[src/logic/cp_status_map.vh]
// register offsets, field positions and reset values of the protection status bank
`ifndef CP_STATUS_MAP_VH
`define CP_STATUS_MAP_VH
`define OFS_LINK_PROTECT_STATUS   8'hc4
`define OFS_KEY_FIFO_WRITE_DATA   8'hc9
`define OFS_KEY_FIFO_ADDR_LOW     8'hca
`define OFS_KEY_FIFO_ADDR_HIGH    8'hcb
`define OFS_REPEATER_PORT0_DESC   8'he0
`define OFS_REPEATER_PORT1_DESC   8'he1
`define OFS_REPEATER_PORT2_DESC   8'he2
`define OFS_REPEATER_PORT3_DESC   8'he3
`define OFS_IDENT_BYTE0           8'hf0
`define BIT_AUTH_DONE_FLAG        0
`define BIT_LINE_SUM_MISMATCH     1
`define BIT_PORT_PRESENT          0
`define RST_REG8                  8'h00
`define RST_KEY_ADDR              9'h000
`define KEY_ADDR_WIDTH            9
`endif

[src/logic/sticky_flag.v]
// one sticky status flag: hardware set beats clear
`timescale 1ns/10ps
module sticky_flag (
	// clock and reset
	input  wire i_clk,
	input  wire i_sys_rst,
	// control
	input  wire i_set,
	input  wire i_clr,
	// state
	output reg  o_flag_q
);
	always @(posedge i_clk) begin
		if (i_sys_rst) begin
			o_flag_q <= 1'b0;
		end else if (i_set) begin
			o_flag_q <= 1'b1;
		end else if (i_clr) begin
			o_flag_q <= 1'b0;
		end
	end
endmodule // sticky_flag

[src/logic/content_protect_status_key_fifo_regs.v]
// status, key fifo load port, repeater port descriptors and identification byte
// Notes on behaviour
// - set bit 1 on line checksum mismatch
// - a status write clears checksum error, unless a mismatch arrives in the same cycle
// - set bit 0 when authentication succeeds
// - clear auth flag on loss or restart
// - each data write stores byte at address
// - address increments after each data write
// - low address byte at first register
// - address msb in second register
// - port registers give address in 7:1
// - port bit 0 flags port present
// - identification byte read only, writes ignored
`timescale 1ns/10ps
`include "cp_status_map.vh"
module content_protect_status_key_fifo_regs #(
	parameter [7:0] IDENT_BYTE0 = 8'h00 // arbitrary value
) (
	// clock and reset
	input  wire       i_clk,
	input  wire       i_sys_rst,
	// register access from the serial control bus engine (same clock)
	input  wire       i_reg_wr,
	input  wire       i_reg_rd,
	input  wire [7:0] i_reg_addr,
	input  wire [7:0] i_reg_wdata,
	output reg  [7:0] o_reg_rdata_q,
	output reg        o_reg_hit_q,
	// protection engine events (same clock)
	input  wire       i_line_sum_enabled,
	input  wire       i_line_sum_mismatch,
	input  wire       i_auth_success,
	input  wire       i_auth_lost,
	input  wire       i_auth_restart,
	// repeater transmit port descriptors, from strapping or engine
	input  wire [6:0] i_port0_bus_address,
	input  wire [6:0] i_port1_bus_address,
	input  wire [6:0] i_port2_bus_address,
	input  wire [6:0] i_port3_bus_address,
	input  wire [3:0] i_port_present,
	// key fifo write port
	output reg        o_key_fifo_we_q,
	output reg  [8:0] o_key_fifo_addr_q,
	output reg  [7:0] o_key_fifo_data_q
);
	wire       wr_status;
	wire       wr_data;
	wire       wr_low;
	wire       wr_high;
	wire       line_sum_err;
	reg        auth_q;
	reg  [8:0] key_addr_q;
	reg  [8:0] key_addr_d;
	reg  [7:0] data_q;
	reg  [7:0] rdata_d;
	reg        hit_d;

	assign wr_status = i_reg_wr && (i_reg_addr == `OFS_LINK_PROTECT_STATUS);
	assign wr_data   = i_reg_wr && (i_reg_addr == `OFS_KEY_FIFO_WRITE_DATA);
	assign wr_low    = i_reg_wr && (i_reg_addr == `OFS_KEY_FIFO_ADDR_LOW);
	assign wr_high   = i_reg_wr && (i_reg_addr == `OFS_KEY_FIFO_ADDR_HIGH);

	// a mismatch in the same cycle as the clearing write is kept
	sticky_flag u_line_sum_mismatch (
		.i_clk     (i_clk),
		.i_sys_rst (i_sys_rst),
		.i_set     (i_line_sum_enabled && i_line_sum_mismatch),
		.i_clr     (wr_status),
		.o_flag_q  (line_sum_err)
	);

	// loss or restart wins: a stale success must not reopen protected video
	always @(posedge i_clk) begin
		if (i_sys_rst) begin
			auth_q <= 1'b0;
		end else if (i_auth_lost || i_auth_restart) begin
			auth_q <= 1'b0;
		end else if (i_auth_success) begin
			auth_q <= 1'b1;
		end
	end

	always @* begin
		key_addr_d = key_addr_q;
		if (wr_low) begin
			key_addr_d[7:0] = i_reg_wdata;
		end
		if (wr_high) begin
			key_addr_d[8] = i_reg_wdata[0];
		end
		if (wr_data) begin
			key_addr_d = key_addr_q + 9'h001;
		end
	end

	// key fifo address and readback byte
	always @(posedge i_clk) begin
		if (i_sys_rst) begin
			key_addr_q <= `RST_KEY_ADDR;
		end else begin
			key_addr_q <= key_addr_d;
		end
	end

	always @(posedge i_clk) begin
		if (i_sys_rst) begin
			data_q <= `RST_REG8;
		end else if (wr_data) begin
			data_q <= i_reg_wdata;
		end
	end

	// the port carries the address before the step, so the byte lands where the
	// controller aimed it
	always @(posedge i_clk) begin
		if (i_sys_rst) begin
			o_key_fifo_we_q <= 1'b0;
		end else begin
			o_key_fifo_we_q <= wr_data;
		end
	end

	always @(posedge i_clk) begin
		if (i_sys_rst) begin
			o_key_fifo_addr_q <= `RST_KEY_ADDR;
		end else if (wr_data) begin
			o_key_fifo_addr_q <= key_addr_q;
		end
	end

	always @(posedge i_clk) begin
		if (i_sys_rst) begin
			o_key_fifo_data_q <= `RST_REG8;
		end else if (wr_data) begin
			o_key_fifo_data_q <= i_reg_wdata;
		end
	end

	// status and key fifo views
	reg  [7:0] status_view;
	wire [7:0] data_view;
	wire [7:0] addr_low_view;
	wire [7:0] addr_high_view;

	// repeater port descriptors: address above, present flag in bit 0
	wire [7:0] port0_view;
	wire [7:0] port1_view;
	wire [7:0] port2_view;
	wire [7:0] port3_view;

	// identification byte, fixed by parameter so writes can never reach it
	wire [7:0] ident_view;

	always @* begin
		status_view                         = `RST_REG8;
		status_view[`BIT_AUTH_DONE_FLAG]    = auth_q;
		status_view[`BIT_LINE_SUM_MISMATCH] = line_sum_err;
	end

	assign data_view      = data_q;
	assign addr_low_view  = key_addr_q[7:0];
	assign addr_high_view = {7'h00, key_addr_q[8]};

	assign port0_view     = {i_port0_bus_address, i_port_present[0]};
	assign port1_view     = {i_port1_bus_address, i_port_present[1]};
	assign port2_view     = {i_port2_bus_address, i_port_present[2]};
	assign port3_view     = {i_port3_bus_address, i_port_present[3]};

	assign ident_view     = IDENT_BYTE0;

	always @* begin
		rdata_d = `RST_REG8;
		hit_d   = 1'b1;
		case (i_reg_addr)
			`OFS_LINK_PROTECT_STATUS: begin
				rdata_d = status_view;
			end
			`OFS_KEY_FIFO_WRITE_DATA: begin
				rdata_d = data_view;
			end
			`OFS_KEY_FIFO_ADDR_LOW: begin
				rdata_d = addr_low_view;
			end
			`OFS_KEY_FIFO_ADDR_HIGH: begin
				rdata_d = addr_high_view;
			end
			`OFS_REPEATER_PORT0_DESC: begin
				rdata_d = port0_view;
			end
			`OFS_REPEATER_PORT1_DESC: begin
				rdata_d = port1_view;
			end
			`OFS_REPEATER_PORT2_DESC: begin
				rdata_d = port2_view;
			end
			`OFS_REPEATER_PORT3_DESC: begin
				rdata_d = port3_view;
			end
			`OFS_IDENT_BYTE0: begin
				rdata_d = ident_view;
			end
			default: begin
				hit_d = 1'b0;
			end
		endcase
	end

	// read data holds until the next read so a slow bus engine can pick it up late
	always @(posedge i_clk) begin
		if (i_sys_rst) begin
			o_reg_rdata_q <= `RST_REG8;
		end else if (i_reg_rd) begin
			o_reg_rdata_q <= rdata_d;
		end
	end

	always @(posedge i_clk) begin
		if (i_sys_rst) begin
			o_reg_hit_q <= 1'b0;
		end else if (i_reg_rd) begin
			o_reg_hit_q <= hit_d;
		end
	end
endmodule // content_protect_status_key_fifo_regs

[config.mk]
export PLATFORM = sky130hd
export DESIGN_NAME = content_protect_status_key_fifo_regs
export DESIGN_NICKNAME = d
export VERILOG_FILES = /design/src/logic/sticky_flag.v /design/src/logic/content_protect_status_key_fifo_regs.v
export VERILOG_INCLUDE_DIRS = /design/src /design/src/logic
export SDC_FILE = /design/constraint.sdc
export NUM_CORES = 1
export LEC_CHECK = 0
export BUFFER_PORTS_ARGS = -buffer_cell sky130_fd_sc_hd__clkbuf_2
export CORE_ASPECT_RATIO = 1.1
export CORE_MARGIN = 5
export CORE_UTILIZATION = 35
export DETAILED_ROUTE_END_ITERATION = 10
export PLACE_DENSITY = 0.73
export SYNTH_ARGS = -nofsm -noshare
export SYNTH_HDL_FRONTEND = slang
export SYNTH_HIERARCHICAL = 1
export SYNTH_SLANG_ARGS = --single-unit
[constraint.sdc]
create_clock -name i_clk -period 1.9 [get_ports i_clk]
set_clock_uncertainty 0.1 [all_clocks]
set_input_delay 0 -clock i_clk [delete_from_list [all_inputs] [get_ports i_clk]]
set_output_delay 0 -clock i_clk [all_outputs]
set_load 0.005 [all_outputs]
# Yosys cells after proc, flatten, opt, wreduce, memory -nomap -nowiden
# Cells that the tools add are included.
# op_classes
addsub	1
eq_ne	9
mux	7
n_reduce_logical	11
# op_table
op	count
8-bit == test (second input constant)	9
8-bit one-hot mux with 8 select lines	1
9-bit by 1-bit adder with 9-bit output (second input constant)	1
9-bit 2-to-1 mux	1
9-bit OR reduction	1
8-bit 2-to-1 mux	1
2-bit nonzero test	3
1-bit logical AND	5
1-bit 2-to-1 mux	4
2-bit OR reduction	1
1-bit logical OR	1
# word_totals
regBits	38
in_bits	57
output_inout_bits	27
wordCells	37

# Longest topological paths before layout
# depth
word_depth	4
depth_mapped	7

# By module
# The synthesis kept the hierarchy.
# modules_own_cells
module	n_inst	cells_each	area_per_inst_um2
content_protect_status_key_fifo_regs	1	248	2018.2
sticky_flag	1	4	38.8

# Worst setup path after synthesis
# OpenSTA, ideal clock, no wires.
# synth_path
path_kind	reg-to-reg
start	register key_addr_q[0]
end	register key_addr_q[5]
setup_ns	0.132
t_arrival_ns	1.238
t_required_ns	1.668
slack_ns	0.430
path_stages_with_launch	6
n_path_buf	0
period_less_slack_ns	1.470
path_cell_list	dfxtp_1 -> and2_1 -> nand4_1 -> or4_1 -> nand4b_1 -> a21oi_1
# synth_between
elab_chain_cells	2
# synth_rtl
item	line_no	text
start, declared	content_protect_status_key_fifo_regs.v:52	reg [8:0] key_addr_q;
start signal, assigned	content_protect_status_key_fifo_regs.v:99	key_addr_q <= `RST_KEY_ADDR;
start signal, assigned	content_protect_status_key_fifo_regs.v:101	key_addr_q <= key_addr_d;
9-bit by 1-bit adder with 9-bit output	content_protect_status_key_fifo_regs.v:92	key_addr_d = key_addr_q + 9'h001;
9-bit 2-to-1 mux	content_protect_status_key_fifo_regs.v:91	if (wr_data) begin
# Every way passes these cells.
# A chain may end at the register's enable or synchronous reset.

# Final worst setup path
# Same ends and word-level chain as after synthesis.

==> impl_metrics.ini <==
[outcome]
outcome = completed

[setup_path]
r2r_end = key_addr_q[5]
path_class = flop to flop
cp.required_ps = 1970
critPathSlowestCell = or4_1
r2r_start = key_addr_q[0]
max_stage_delay_ps = 470
startpoint_type = flop
crit_path_end_kind = flop
path_delay_family = simple AND/OR/NAND/NOR gates
r2r_cells = 5
arrival_ps = 1810
path_buf_inv = 0
ff2ff_setup_slack_ps = 160
path_cells = and2_1, nand4_1, or4_1, nand4b_1, a21oi_1
cp_max_fo = 6

[routing]
first_iter_violations = 84
wirelength_um = 6182
ant_nets = 0
firstDrtPassIters = 4
via_per_inst = 5.195
num_vias = 2213
drc = 0
wl_per_cell_um = 14.51

[synthesis]
synth_edf_count = 0
yosysTopAreaCell = dfxtp_1
syn_area_um2 = 2057
synth_top_area_share_pct = 36.98
ys.flop_type = dfxtp_1
netlist_instances = 252
ys_warn_count = 6
ys_seq_elements = 38
yosys-top-cells-area = dfxtp_1 37%, nand2_1 8.0%, a21oi_1 7.3%
synth-seq-area-share_pct = 36.98
avgSynthCellArea_um2 = 8.163
async_flop_share_pct = 0
syn_nets = 310
ys_types = 51

[grt]
grt_start_max_net_pins = 31
grt_pass1_vias = 2219
track_usage_pct = 16.81
antenna_found_initial = 0
globalRouteOverflowTotal = 0
grt_pass1_wl_um = 10520

[timing]
fmaxAchievable_ghz = 0.5753
fin_setup_tns_ps = 0
slew_violations = 0
max_slew.worst_pin.slew_ps = 520.4
setup_viol = 0
hold_viol = 0
fin_crit_ps = 1738
period_share_pct = 91.49
max_slew_margin_pct = 64.98
rsz0062_at_grt = no

[layout]
mostFrequentLayoutCells = 83 x clkbuf_2, 44 x nand2_1, 38 x dfxtp_1, 30 x a21oi_1, 24 x nor2_1
syn2layout_area_growth_pct = 36.37
diodes = 0
final_cells = 426
final_nets = 406
final_common_cell = clkbuf_2
layout-drive-gt1-share_pct = 33.52

[die]
die_area_um2 = 7512
die_w_um = 83.10
coreArea_um2 = 5733
start_util_pct = 35.88
die_height_um = 90.41
row_count = 29
pin_count = 84

[place]
place_inst = 405
gp_congestion = 0.8276
io_buffers = 83
dp_hpwl_um = 4820

[power]
ir_drop_v = 0.0002647
power_density_nw_per_um2 = 612.4
leakage_uw = 0.001128

[cts]
cts_buffer_depth = 2
cts.reportedPaths.clkPinSlew_ps = 80
htree_levels = 2
clk_latency_ps = 290
cts_buffers = 5
clockRootBuffer = clkbuf_8
cts_tree = built
clock_sinks = 38

[hold_path]
min_path_type = primary input to flop
worstHoldStart = i_reg_rd
holdPathStages = 2
holdPathEnd = o_reg_rdata_q[0]

[job]
cap_violations = 0
-- synthesized netlist by cell type, types with 2 or more instances --
cell type and count:
nand2_1 44, dfxtp_1 38, a21oi_1 30, nor2_1 24
o21ai_0 14, buf_2 7, a211oi_1 6, a22oi_1 6
clkbuf_1 6, mux4_2 6, nand2b_1 5, nor3_1 5
a22o_1 4, nand3_1 4, nor4_1 4, a221oi_1 3
and2_1 3, buf_4 3, mux2i_1 3, nand4_1 3
inv_1 2, nor2b_1 2, o22ai_1 2
-- cell families (layout without fill, tap and decap cells) --
family,count (synthesis),after routing,share of synthesized area [%]
buf+inv,20,117,4.987
compound gates,73,73,22.08
mux,10,10,8.577
fa+ha+maj,1,1,0.6082
flops,38,38,36.98
simple gates,110,110,26.77
-- metrics by stage --
step | hold slack [ps] | setup WS [ps] | total power (uW) | utilization (%) | area (um^2)
3_3_place_gp | 65.80 | 182.5 | 1032 | 44.59 | 2556
6_report | 12.88 | 161.6 | 1718 | 48.93 | 2805
4_1_cts | 2.487 | 55.92 | 1734 | 48.76 | 2795
5_1_grt | 38.80 | 3.980 | 1798 | 48.93 | 2805
3_5_place_dp | 69.89 | 182.9 | 1035 | 44.59 | 2556
2_1_floorplan | -37.56 | 429.6 | 937.0 | - | 2057
-- worst max-delay path by stage --
| stage | start | to | slack, ps | depth (start not counted) |
|---|---|---|---|---|
| 6_report | key_addr_q[0] | key_addr_q[5] | 160 | 5 |
| 4_1_cts | i_reg_addr[7] | key_addr_q[2] | 60 | 6 |
| 5_1_grt | i_reg_addr[7] | key_addr_q[7] | 4 | 6 |
| 2_1_floorplan | key_addr_q[0] | key_addr_q[5] | 430 | 5 |
| 3_5_place_dp | key_addr_q[0] | key_addr_q[5] | 180 | 5 |
| 3_3_place_gp | key_addr_q[0] | key_addr_q[5] | 180 | 5 |
-- routing by layer --
| metal | GRT usage [%] | share of wire (%) |
|---|---|---|
| met1 | 20.21 | 43 |
| met5 | 0 | 0 |
| met3 | 4.106 | 7.4 |
| met2 | 29.08 | 48 |
| met4 | 5.722 | 0.71 |
-- where the power goes --
part / switching (uW) / internal, uW / leakage [uW] / total, uW
Sequential: 4.84 / 805 / 0.000307 / 810
Combinational: 109 / 120 / 0.000763 / 228
Clock: 294 / 386 / 0.0000579 / 680
-- layout make-up --
class | count | area [um^2]
fill | 590 | 2928
clock buffer | 5 | 68.82
tap | 77 | 96.34
inverter | 2 | 7.507
timing repair buffer | 107 | 628.1
clock inverter | 3 | 40.04
multi-input combinational | 194 | 1204
sequential | 38 | 760.7
-- flip-flops by register name, indices dropped and copies added (netlist names) --
register and flops:
auth_q 1, key_addr_q 9, o_key_fifo_addr_q 9, o_key_fifo_data_q 8
o_key_fifo_we_q 1, o_reg_hit_q 1, o_reg_rdata_q 8, u_line_sum_mismatch/o_flag_q 1
-- repair_timing --
action,CTS,global route
hold endpoints to repair,18,0
hold buffers,13,0
setup buffers,0,0
endpoints found under the setup margin,0,6
gates resized for setup,0,2
(Power assumes the default switching activity.)
